==> config.mk <==
export PLATFORM = sky130hd
export DESIGN_NAME = uir_usb_interface_block
export DESIGN_NICKNAME = d
export VERILOG_FILES = /design/src/uir_pkg.sv /design/src/uir_flag_if.sv /design/src/uir_usb_interface_block.sv /design/src/uir_flag_unit.sv
export SDC_FILE = /design/constraint.sdc
export NUM_CORES = 1
export LEC_CHECK = 0
export BUFFER_PORTS_ARGS = -buffer_cell sky130_fd_sc_hd__buf_2
export CELL_PAD_IN_SITES_DETAIL_PLACEMENT = 0
export CELL_PAD_IN_SITES_GLOBAL_PLACEMENT = 2
export CORE_MARGIN = 3
export CORE_UTILIZATION = 35
export CTS_CLUSTER_SIZE = 10
export DETAILED_ROUTE_END_ITERATION = 8
export PLACE_DENSITY = 0.77
export SETUP_SLACK_MARGIN = 0.1
export SLEW_MARGIN = 25
export SYNTH_ARGS = -nofsm -noshare
export SYNTH_HDL_FRONTEND = slang
export SYNTH_HIERARCHICAL = 1
export SYNTH_SLANG_ARGS = --single-unit
export TNS_END_PERCENT = 30
==> constraint.sdc <==
create_clock -name clk -period 6.5 [get_ports clk]
set_clock_uncertainty 0.15 [all_clocks]
set_input_delay 0.325 -clock clk [delete_from_list [all_inputs] [get_ports clk]]
set_output_delay 0.325 -clock clk [all_outputs]
set_load 0.03 [all_outputs]
==> src/uir_pkg.sv <==
// constants shared by the usb interface block and its flag unit
`default_nettype none
package uir_pkg;
   // register offsets on the peripheral port
   localparam logic [7:0] ADDR_SOFT_RESET = 8'h00;
   localparam logic [7:0] ADDR_DEV_ADDR   = 8'h08;
   localparam logic [7:0] ADDR_FUNC_CTRL  = 8'h0c;
   localparam logic [7:0] ADDR_OTG_CTRL   = 8'h10;
   localparam logic [7:0] ADDR_OTG_FLAGS  = 8'h14;
   localparam logic [7:0] ADDR_SERIAL     = 8'h18;
   localparam logic [7:0] ADDR_LINE_FLAGS = 8'h1c;
   localparam logic [7:0] ADDR_STICKY     = 8'h20;
   localparam logic [7:0] ADDR_PORT_MASKS = 8'h24;
   localparam logic [7:0] ADDR_FRAME      = 8'h28;
   localparam logic [7:0] ADDR_LAST_PID   = 8'h2c;
   localparam logic [7:0] ADDR_LAST_EP    = 8'h30;
   localparam logic [7:0] ADDR_EP_MARK    = 8'h34;
   localparam logic [7:0] ADDR_OTG_MASK   = 8'h38;
   // field layout and values after reset
   localparam logic [4:0] FUNC_CTRL_RESET = 5'h07;
   localparam logic [3:0] SERIAL_RESET    = 4'h2;
   localparam int         OTG_RSVD_BIT    = 5;
   localparam int         MASK_STRIDE     = 8;
   localparam int         FLAG_COUNT      = 7;
   localparam int         PORT_COUNT      = 4;
   // signal flag positions
   localparam int         FLAG_TOKEN      = 6;
   localparam int         FLAG_SE0        = 5;
   localparam int         FLAG_K          = 4;
   localparam int         FLAG_J          = 3;
   localparam int         FLAG_CRC16      = 2;
   localparam int         FLAG_RXACT      = 1;
   localparam int         FLAG_RXERR      = 0;
   // bits that follow a live level when not sticky
   localparam logic [6:0] FLAG_LEVELS     = 7'h3b;
   // utmi+ linestate codes
   localparam logic [1:0] LINE_SE0        = 2'h0;
   localparam logic [1:0] LINE_J          = 2'h1;
   localparam logic [1:0] LINE_K          = 2'h2;
   // low pid bits shared by all token pids
   localparam logic [1:0] PID_TOKEN_TAG   = 2'h1;
   // mark added to a special endpoint number
   localparam logic [4:0] EP_MARK_BIT     = 5'h10;
endpackage
`default_nettype wire

==> src/uir_flag_if.sv <==
// signals between the register block and the flag unit
`default_nettype none
interface uir_flag_if;
   logic [6:0]  sticky;
   logic [31:0] masks;
   logic        clrWr;
   logic [6:0]  clrData;
   logic        pktStart;
   logic        tokenHit;
   logic        crcFail;
   logic [1:0]  lineState;
   logic        rxActive;
   logic        rxError;
   logic        softRst;
   logic [6:0]  flags;
   logic [3:0]  ports;
   modport ctrl (output sticky, masks, clrWr, clrData, pktStart, tokenHit, crcFail,
                 lineState, rxActive, rxError, softRst, input flags, ports);
   modport unit (input sticky, masks, clrWr, clrData, pktStart, tokenHit, crcFail,
                 lineState, rxActive, rxError, softRst, output flags, ports);
endinterface
`default_nettype wire

==> src/uir_usb_interface_block.sv <==
// usb interface block: register port, utmi+ controls and packet capture
// Functional notes
// - bits 4:2 drive opmode, reset one
// - bit 1 drives termselect, reset one
// - bit 0 drives xcvrselect, reset one
// - otg bits 7,6 external vbus select/drive
// - otg bits 4:0 vbus and pull controls
// - otg flags read live transceiver status
// - serial bits 6:4 read rx lines
// - serial bits 3,2 drive se0, data
// - serial bit 1 drives tx enable_n
// - serial bit 0 selects fs/ls serial
// - normal flags 6 and 2 clear at next packet
// - flag 6 on good matching token
// - flags 5:3 show se0, k, j
// - flag 2 on crc16 failure
// - flags 1,0 follow rx active/error
// - sticky flags hold until written one
// - four masks drive four flag ports
// - eleven-bit writable frame number, loaded from start-of-frame
// - last pid captured, reads zero after reset
// - last endpoint with valid bit 4
// - marked endpoint delivered ored with 0x10
// - only tokens for our address pass
`default_nettype none
module uir_usb_interface_block
   import uir_pkg::*;
(
   // clock and reset
   input  wire logic        clk,
   input  wire logic        sys_rst,
   // peripheral register port
   input  wire logic        regWrite,
   input  wire logic        regRead,
   input  wire logic [7:0]  regAddr,
   input  wire logic [31:0] regWrData,
   output logic      [31:0] regRdData,
   output logic             regRdValid,
   // utmi+ mode controls
   output logic      [2:0]  opMode,
   output logic             termSelect,
   output logic             xcvrSelect,
   // on-the-go controls
   output logic             externalVbusIndicator,
   output logic             externalVbusDrive,
   output logic             chrgVbus,
   output logic             dischrgVbus,
   output logic             dmPulldown,
   output logic             dpPulldown,
   output logic             idLinePullup,
   // on-the-go status from the transceiver
   input  wire logic        bSessValid,
   input  wire logic        idGround,
   input  wire logic        hostDisconnect,
   input  wire logic        vbusValid,
   input  wire logic        sessValid,
   input  wire logic        sessEnd,
   // serial line controls and states
   output logic             txSe0,
   output logic             txData,
   output logic             txEnable_n,
   output logic             fsLsSerial,
   input  wire logic        rxDiff,
   input  wire logic        rxDm,
   input  wire logic        rxDp,
   // receive status from the transceiver
   input  wire logic [1:0]  lineState,
   input  wire logic        rxActive,
   input  wire logic        rxError,
   // decoded packet events
   input  wire logic        rxPktStart,
   input  wire logic        rxPidValid,
   input  wire logic [3:0]  rxPid,
   input  wire logic        rxTokenValid,
   input  wire logic [6:0]  rxTokenAddr,
   input  wire logic [3:0]  rxTokenEndp,
   input  wire logic        rxCrc5Ok,
   input  wire logic        rxPidOk,
   input  wire logic        rxCrc16Fail,
   input  wire logic        rxFrameValid,
   input  wire logic [10:0] rxFrameNum,
   // endpoint delivered toward the receive port
   output logic      [4:0]  rxEndpoint,
   output logic             rxEndpointValid,
   // masked flag ports
   output logic             flagOutPortA,
   output logic             flagOutPortB,
   output logic             flagOutPortC,
   output logic             flagOutPortD
);
   typedef struct packed {
      logic [6:0]  devAddr;
      logic [4:0]  funcCtrl;
      logic [7:0]  otgCtrl;
      logic [3:0]  serialCtrl;
      logic [6:0]  sticky;
      logic [31:0] masks;
      logic [10:0] frame;
      logic [3:0]  lastPid;
      logic [3:0]  lastEp;
      logic        lastEpValid;
      logic [15:0] epMark;
      logic [31:0] otgMask;
      logic [31:0] rdData;
      logic        rdValid;
      logic [4:0]  rxEp;
      logic        rxEpValid;
      logic        tokenHit;
      logic        softRst;
   } uir_top_state_t;

   localparam uir_top_state_t TOP_RESET = '{
      funcCtrl   : FUNC_CTRL_RESET,
      serialCtrl : SERIAL_RESET,
      default    : '0
   };

   uir_top_state_t s_reg;
   uir_top_state_t s_next;
   logic           tokenAccept;
   logic           softWrite;

   uir_flag_if flagBus ();

   // flag storage and the masked port outputs
   uir_flag_unit flagUnit (
      .clk     (clk),
      .sys_rst (sys_rst),
      .bus     (flagBus)
   );

   // a token counts only when checks pass and it is for us
   assign tokenAccept = rxTokenValid && rxCrc5Ok && rxPidOk
                        && (rxTokenAddr == s_reg.devAddr);
   assign softWrite   = regWrite && (regAddr == ADDR_SOFT_RESET);

   // feed the flag unit; flag writes are write-one-to-clear
   assign flagBus.sticky    = s_reg.sticky;
   assign flagBus.masks     = s_reg.masks;
   assign flagBus.clrWr     = regWrite && (regAddr == ADDR_LINE_FLAGS);
   assign flagBus.clrData   = regWrData[6:0];
   assign flagBus.pktStart  = rxPktStart;
   assign flagBus.tokenHit  = s_reg.tokenHit;
   assign flagBus.crcFail   = rxCrc16Fail;
   assign flagBus.lineState = lineState;
   assign flagBus.rxActive  = rxActive;
   assign flagBus.rxError   = rxError;
   assign flagBus.softRst   = s_reg.softRst;

   // next-state logic for registers and packet capture
   always_comb begin
      s_next           = s_reg;
      s_next.rdValid   = 1'b0;
      s_next.rxEpValid = 1'b0;
      s_next.tokenHit  = 1'b0;
      s_next.softRst   = 1'b0;

      // software writes; only defined bits are stored, except the port masks and the otg mask keep all 32 bits
      if (regWrite) begin
         case (regAddr)
            ADDR_DEV_ADDR: begin
               s_next.devAddr = regWrData[6:0];
            end
            ADDR_FUNC_CTRL: begin
               s_next.funcCtrl = regWrData[4:0];
            end
            ADDR_OTG_CTRL: begin
               s_next.otgCtrl = regWrData[7:0];
               s_next.otgCtrl[OTG_RSVD_BIT] = 1'b0;
            end
            ADDR_SERIAL: begin
               s_next.serialCtrl = regWrData[3:0];
            end
            ADDR_STICKY: begin
               s_next.sticky = regWrData[6:0];
            end
            ADDR_PORT_MASKS: begin
               s_next.masks = regWrData;
            end
            ADDR_FRAME: begin
               s_next.frame = regWrData[10:0];
            end
            ADDR_EP_MARK: begin
               s_next.epMark = regWrData[15:0];
            end
            ADDR_OTG_MASK: begin
               s_next.otgMask = regWrData;
            end
            default: begin
               s_next.otgMask = s_reg.otgMask;
            end
         endcase
      end

      // hardware frame number wins over a software write
      if (rxFrameValid) begin
         s_next.frame = rxFrameNum;
      end

      // non-token pids (data, handshake) are captured directly
      if (rxPidValid && (rxPid[1:0] != PID_TOKEN_TAG)) begin
         s_next.lastPid = rxPid;
      end

      // accepted token: pid, endpoint, mark and flag event
      if (tokenAccept) begin
         s_next.tokenHit    = 1'b1;
         s_next.lastPid     = rxPid;
         s_next.lastEp      = rxTokenEndp;
         s_next.lastEpValid = 1'b1;
         s_next.rxEpValid   = 1'b1;
         s_next.rxEp        = {1'b0, rxTokenEndp};
         if (s_reg.epMark[rxTokenEndp]) begin
            s_next.rxEp = {1'b0, rxTokenEndp} | EP_MARK_BIT;
         end
      end

      // register reads answer one cycle later
      if (regRead) begin
         s_next.rdValid = 1'b1;
         case (regAddr)
            ADDR_DEV_ADDR: begin
               s_next.rdData = 32'(s_reg.devAddr);
            end
            ADDR_FUNC_CTRL: begin
               s_next.rdData = 32'(s_reg.funcCtrl);
            end
            ADDR_OTG_CTRL: begin
               s_next.rdData = 32'(s_reg.otgCtrl);
            end
            ADDR_OTG_FLAGS: begin
               s_next.rdData = 32'({bSessValid, idGround, hostDisconnect,
                                    vbusValid, sessValid, sessEnd});
            end
            ADDR_SERIAL: begin
               s_next.rdData = 32'({rxDiff, rxDm, rxDp, s_reg.serialCtrl});
            end
            ADDR_LINE_FLAGS: begin
               s_next.rdData = 32'(flagBus.flags);
            end
            ADDR_STICKY: begin
               s_next.rdData = 32'(s_reg.sticky);
            end
            ADDR_PORT_MASKS: begin
               s_next.rdData = s_reg.masks;
            end
            ADDR_FRAME: begin
               s_next.rdData = 32'(s_reg.frame);
            end
            ADDR_LAST_PID: begin
               s_next.rdData = 32'(s_reg.lastPid);
            end
            ADDR_LAST_EP: begin
               s_next.rdData = 32'({s_reg.lastEpValid, s_reg.lastEp});
            end
            ADDR_EP_MARK: begin
               s_next.rdData = 32'(s_reg.epMark);
            end
            ADDR_OTG_MASK: begin
               s_next.rdData = s_reg.otgMask;
            end
            default: begin
               s_next.rdData = 32'h0000_0000;
            end
         endcase
      end

      // any write to the reset word returns all block state to reset;
      // the flag unit follows one cycle later via softRst
      if (softWrite) begin
         s_next         = TOP_RESET;
         s_next.softRst = 1'b1;
      end
   end

   // single state register; async reset loads constants only
   always_ff @(posedge clk or posedge sys_rst) begin
      if (sys_rst) begin
         s_reg <= TOP_RESET;
      end else begin
         s_reg <= s_next;
      end
   end

   // register port answer
   assign regRdData  = s_reg.rdData;
   assign regRdValid = s_reg.rdValid;

   // utmi+ mode controls come straight from stored bits
   assign opMode     = s_reg.funcCtrl[4:2];
   assign termSelect = s_reg.funcCtrl[1];
   assign xcvrSelect = s_reg.funcCtrl[0];

   // on-the-go controls; bit 5 is reserved and unused
   assign externalVbusIndicator = s_reg.otgCtrl[7];
   assign externalVbusDrive     = s_reg.otgCtrl[6];
   assign chrgVbus              = s_reg.otgCtrl[4];
   assign dischrgVbus           = s_reg.otgCtrl[3];
   assign dmPulldown            = s_reg.otgCtrl[2];
   assign dpPulldown            = s_reg.otgCtrl[1];
   assign idLinePullup          = s_reg.otgCtrl[0];

   // serial line controls; tx enable idles high (off)
   assign txSe0      = s_reg.serialCtrl[3];
   assign txData     = s_reg.serialCtrl[2];
   assign txEnable_n = s_reg.serialCtrl[1];
   assign fsLsSerial = s_reg.serialCtrl[0];

   // endpoint toward the receive port, one-cycle strobe
   assign rxEndpoint      = s_reg.rxEp;
   assign rxEndpointValid = s_reg.rxEpValid;

   // flag ports are registered inside the flag unit
   assign flagOutPortA = flagBus.ports[0];
   assign flagOutPortB = flagBus.ports[1];
   assign flagOutPortC = flagBus.ports[2];
   assign flagOutPortD = flagBus.ports[3];
endmodule
`default_nettype wire

==> src/uir_flag_unit.sv <==
// line and error flags with stickiness and the four masked flag ports
`default_nettype none
module uir_flag_unit
   import uir_pkg::*;
(
   // clock and reset
   input wire logic clk,
   input wire logic sys_rst,
   // link to the register block
   uir_flag_if.unit bus
);
   typedef struct packed {
      logic [6:0] flags;
      logic [3:0] ports;
   } uir_flag_state_t;

   uir_flag_state_t s_reg;
   uir_flag_state_t s_next;
   logic [6:0]      events;

   // raw causes of each flag, in flag order
   always_comb begin
      events              = '0;
      events[FLAG_TOKEN]  = bus.tokenHit;
      events[FLAG_SE0]    = bus.lineState == LINE_SE0;
      events[FLAG_K]      = bus.lineState == LINE_K;
      events[FLAG_J]      = bus.lineState == LINE_J;
      events[FLAG_CRC16]  = bus.crcFail;
      events[FLAG_RXACT]  = bus.rxActive;
      events[FLAG_RXERR]  = bus.rxError;
   end

   // per-flag update; a set beats a clear in the same cycle, and a soft reset beats both
   always_comb begin
      s_next = s_reg;
      for (int i = 0; i < FLAG_COUNT; i++) begin
         if (bus.sticky[i]) begin
            if (bus.clrWr && bus.clrData[i]) begin
               s_next.flags[i] = 1'b0;
            end
            if (events[i]) begin
               s_next.flags[i] = 1'b1;
            end
         end else begin
            if (bus.pktStart || (bus.clrWr && bus.clrData[i])) begin
               s_next.flags[i] = 1'b0;
            end
            if (FLAG_LEVELS[i]) begin
               s_next.flags[i] = events[i];
            end else if (events[i]) begin
               s_next.flags[i] = 1'b1;
            end
         end
      end
      for (int j = 0; j < PORT_COUNT; j++) begin
         s_next.ports[j] = |(s_next.flags & bus.masks[j*MASK_STRIDE +: FLAG_COUNT]);
      end
      if (bus.softRst) begin
         s_next = '0;
      end
   end

   always_ff @(posedge clk or posedge sys_rst) begin
      if (sys_rst) begin
         s_reg <= '0;
      end else begin
         s_reg <= s_next;
      end
   end

   assign bus.flags = s_reg.flags;
   assign bus.ports = s_reg.ports;
endmodule
`default_nettype wire

# Word-level counts from Yosys, hierarchy flattened
# Cells that the tools add are included.
# W data, S select, Z words.
totals:
  register_bits: 183
  inputBits: 90
  word_cells: 133
op_classes:
  n_lt_le_gt_ge: 1
  muxes: 47
  n_bitwise: 4
  n_reduce_logical: 44
  eq_ne: 17
ops:
  columns: ["operator", "n"]
  rows:
  - ["$pmux W32 S13", 1]
  - ["$mux W172", 1]
  - ["$mux W74", 1]
  - ["$mux W32", 2]
  - ["$eq A8 B6 Y1 const B", 7]
  - ["$mux W48", 1]
  - ["$mux W11", 3]
  - ["$mux W33", 1]
  - ["$eq A8 B5 Y1 const B", 4]
  - ["$and A7 B7 Y7", 4]
  - ["$reduce_or A7 Y1", 4]
  - ["$mux W1", 26]
  - ["$reduce_bool A2 Y1", 11]
  - ["$mux W7", 3]
  - ["$reduce_and A2 Y1", 9]
  - ["$eq A8 B4 Y1 const B", 2]
  - ["$mux W16", 1]
  - ["$logic_and A1 B1 Y1", 13]
  - ["$mux W5", 2]
  - ["$mux W9", 1]
  - ["$reduce_bool A3 Y1", 3]
  - ["$logic_not A8 Y1", 1]
  - ["$mux W4", 2]
  - ["$mux W8", 1]
  - ["8 further kinds", 9]

# Logic depth before layout (Yosys ltp)
logic_depth:
  ltp_word: 10
  depth_mapped: 9
  ltp_nobuf: 7

# Cells and area by module
# The synthesis kept the hierarchy.
modules_own_cells:
  columns: ["module", "seq_area_each_um2", "n_inst", "area_per_inst_um2", "cells_each"]
  rows:
  - ["uir_usb_interface_block", 4259.1, 1, 8281.7, 837]
  - ["uir_flag_unit", 275.3, 1, 559.3, 54]

# Least setup slack after synthesis
# No wires, ideal clock.
synth_timing:
  path_type: "input port to flip-flop"
  from: "in regAddr[5]"
  to: "reg flagUnit.s_reg, in the netlist flagUnit/bus.ports[0]"
  slack_ns: 4.024
  arrival_time_ns: 2.190
  stages: 8
  setup_ns: 0.137
  required_ns: 6.213
  cell_sequence: "buf_2 -> nor4b_1 -> buf_2 -> and3_1 -> nand2_1 -> a32o_2 -> a222oi_1 -> a31oi_1"
synth_lines:
  columns: ["element", "line_no", "source"]
  rows:
  - ["start, declared", "uir_usb_interface_block.sv:35", "input wire logic [7:0] regAddr,"]
  - ["end signal, assigned", "uir_flag_unit.sv:67", "s_reg <= s_next;"]
  - ["end, declared", "uir_flag_unit.sv:17", "uir_flag_state_t s_reg;"]

# Worst setup path after layout
layout_timing:
  from: "in regAddr[4]"
  to: "reg s_reg, in the netlist regRdData[1]"
layout_between:
  elab_chain_cells: 4
  word_cells_on_any_way: 19
  classes_between: "13 x eq/ne; 3 x mux; 3 x reduce/logical"
layout_lines:
  columns: ["element", "line_no", "source"]
  rows:
  - ["$eq A8 B6 Y1, or another cell as far along", "uir_usb_interface_block.sv:221", "case (regAddr)"]
  - ["$pmux W32 S13", "uir_usb_interface_block.sv:221", null]
  - ["$mux W33", "uir_usb_interface_block.sv:219", "if (regRead) begin"]
  - ["$mux W172", "uir_usb_interface_block.sv:270", "if (softWrite) begin"]
  - ["end signal, assigned", "uir_usb_interface_block.sv:281", "s_reg <= s_next;"]
  - ["end, declared", "uir_usb_interface_block.sv:118", "uir_top_state_t s_reg;"]
# Parallel ways exist; a longest one is shown, timed or not. The select of a mux whose other input is x is not followed.
# A chain may end at the register's enable or synchronous reset.

==> flow_summary.json <==
{
  "cp.arrival_ns": 3.38,
  "drive_gt1_share_pct": 24.4,
  "yosys-top-cells-count": "187 x nand2_1, 177 x dfrtp_1, 109 x o21ai_0",
  "clkTransAtPathRegs_ns": 0.08,
  "setup-tns-final_ns": 0,
  "synth_cell_type_count": 68,
  "die_w_um": 165,
  "critPathKind": "in2reg",
  "syn_avg_cell_area_um2": 9.92,
  "clock-root-buffer": "clkbuf_16",
  "min_path_type": "in2reg",
  "grt_usage_pct": 21.5,
  "synth_most_common_cell": "nand2_1",
  "insertion_delay_ns": 0.44,
  "globalplace.congestion": 0.901,
  "diodes": 0,
  "synth_area_leaders": "dfrtp_1 50%, nand2_1 7.9%, o21ai_0 6.2%",
  "rsz0062_at_grt": "no",
  "ys_async_sr_fraction_pct": 100,
  "critical-path-slowest-cell": "inv_2",
  "synth_edf_count": 0,
  "detailedRoute.firstPassIterationCount": 5,
  "initial_utilization_pct": 35.9,
  "ys.flop_type": "dfrtp_1",
  "relSlewSlack_pct": 41.2,
  "max_freq_mhz": 310,
  "drcViolationCount": 0,
  "synth_top_cell_area_share_pct": 50.1,
  "antenna_found_initial": 0,
  "min_period_ns": 3.22,
  "cts_tree": "done",
  "slew_violations": 0,
  "path_cells": "buf_2 -> or3_4 -> nor3b_4 -> nand2_2 -> inv_2 -> nor2_2 -> buf_4 -> a2bb2oi_1 -> o21ai_0",
  "crit_path_max_incr_delay_ns": 0.74,
  "core-area_um2": 24600,
  "powerDensity_nw_per_um2": 255,
  "num_rows": 57,
  "cts_buffers": 17,
  "grt_pass1_wl_um": 43500,
  "viasPerCell": 5.29,
  "overflow": 0,
  "seq_area_frac_synth_pct": 51.3,
  "ant_nets": 0,
  "totalWireLength_um": 28600,
  "wl_per_cell_um": 21.5,
  "drt_iter0_drc": 656,
  "syn_area_um2": 8840,
  "h-tree-depth": 4,
  "finalHoldViolations": 0,
  "setup_viol": 0,
  "status": "complete, no violations",
  "fill_cells": 2469,
  "pin_count": 149,
  "cellLeakagePower_nw": 4.91,
  "hpwl_um": 20300,
  "ir_worst_vdd_uv": 136,
  "end_kind": "flip-flop",
  "syn_nets": 981,
  "post-cts-setup-buffers": 0,
  "cts_resized": 0,
  "grt_max_degree": 97,
  "holdWs_ns": 0.0133,
  "cts.sink_count": 181,
  "synth-seq-cells": 181,
  "crit_path_max_fanout": 34,
  "num_vias": 7058,
  "die_h_um": 165,
  "largest_register_ffs": 75,
  "yosys_warnings": 6,
  "maxCapViolations": 0,
  "holdBufCountCts": 26,
  "grt_pass1_vias": 7007,
  "worst_ep_required_time_ns": 6.65,
  "worst_slew_pin_slew_ns": 0.879,
  "cp-start-kind": "input pin",
  "post-route-period-util_pct": 49.6,
  "syn_inst": 891,
  "yosysTopAreaCell": "dfrtp_1",
  "final_nets": 1086,
  "syn_to_final_growth_pct": 17.3,
  "port_buffers": 148,
  "die-area_um2": 27200,
  "cts_buffer_depth": 2
}
==> stage by stage <==
stage	setup slack (ns)	power [mW]	instances	utilization, %	cell area [µm²]
floorplan	1.43	1.47	891	-	8840
global placement	2.84	1.59	1275	38.6	9500
detailed placement	2.77	1.60	1275	38.6	9500
CTS	3.23	2.67	1333	42.1	10400
global route	2.97	2.75	1333	42.1	10400
finish	3.28	2.65	1333	42.1	10400
==> cell type report <==
type / count / area [µm²] / share of cell area (%)
clock buffer: 18 / 439 / 4.24
clock inverter: 14 / 164 / 1.58
sequential: 181 / 4530 / 43.7
tap: 324 / 405 / 3.91
multi-input combinational: 603 / 3700 / 35.7
timing repair buffer: 186 / 1090 / 10.6
inverter: 7 / 31.3 / 0.302
==> final timing paths <==
kind | depth (start not counted) | to | start | slack (ns)
setup / recovery | 9 | regRdData[1] | regAddr[4] | 3.28
hold / removal | 3 | s_reg[66] | regWrData[25] | 0.01
setup reg to reg | 5 | s_reg[90] | s_reg[166] | 4.32
hold reg to reg | 2 | regRdData[22] | regRdData[22] | 0.33
max in group asynchronous | 4 | s_reg[169] | sys_rst | 4.51
min in group asynchronous | 3 | flagUnit/bus.ports[2] | sys_rst | 0.32
==> power breakdown <==
group	switching (mW)	internal, mW
Combinational	0.190	0.121
Clock	0.502	0.557
Sequential	0.0663	1.21
Total	0.758	1.89
==> layout by cell type (no fill, tap or decap), drive strengths merged, types with 4 or more instances in the layout <==
master	Yosys	routed
dlygate4sd3	0	26
nand3	17	17
a21oi	10	10
nor4b	4	4
a222oi	9	9
a22o	9	9
o22ai	6	6
nor2	39	39
mux4	4	4
buf	77	160
mux2	25	25
nand4	5	5
a32o	6	6
inv	7	12
a22oi	24	24
nand2	188	188
dfrtp	177	177
xnor2	5	5
o21ai	138	138
a31o	5	5
clkbuf	23	18
clkinv	0	5
nor2b	9	9
dfstp	4	4
mux2i	46	46
nor3	4	4
a31oi	6	6
==> metal layers <==
metal	GRT usage (%)	vias up	share of wire [%]
met2	33.5	202	46
met5	0	-	0
li1	-	3342	-
met3	3.66	30	5.2
met4	5.15	0	1.3
met1	31.2	3484	47
==> worst max-delay path: cells and delay by family <==
| kind | cells | cell delay, ns |
|---|---|---|
| AND/OR/NAND/NOR | 4 | 1.44 |
| AO/OA/AOI/OAI | 2 | 0.24 |
| buffers and inverters | 3 | 1.32 |
==> kinds of logic (layout without fill, tap and decap cells) <==
logic type                count (synthesis)  count (layout)  synth area share (%)
DFF                                     181             181                  51.3
buffers and inverters                   107             225                  7.03
and+or+nand+nor                         284             284                  14.7
muxes                                    75              75                  9.41
xor gates and xnor gates                  7               7                 0.693
AOI/OAI and AO/OA                       237             237                  16.9
Note: power is estimated with default switching activity, not from simulation.
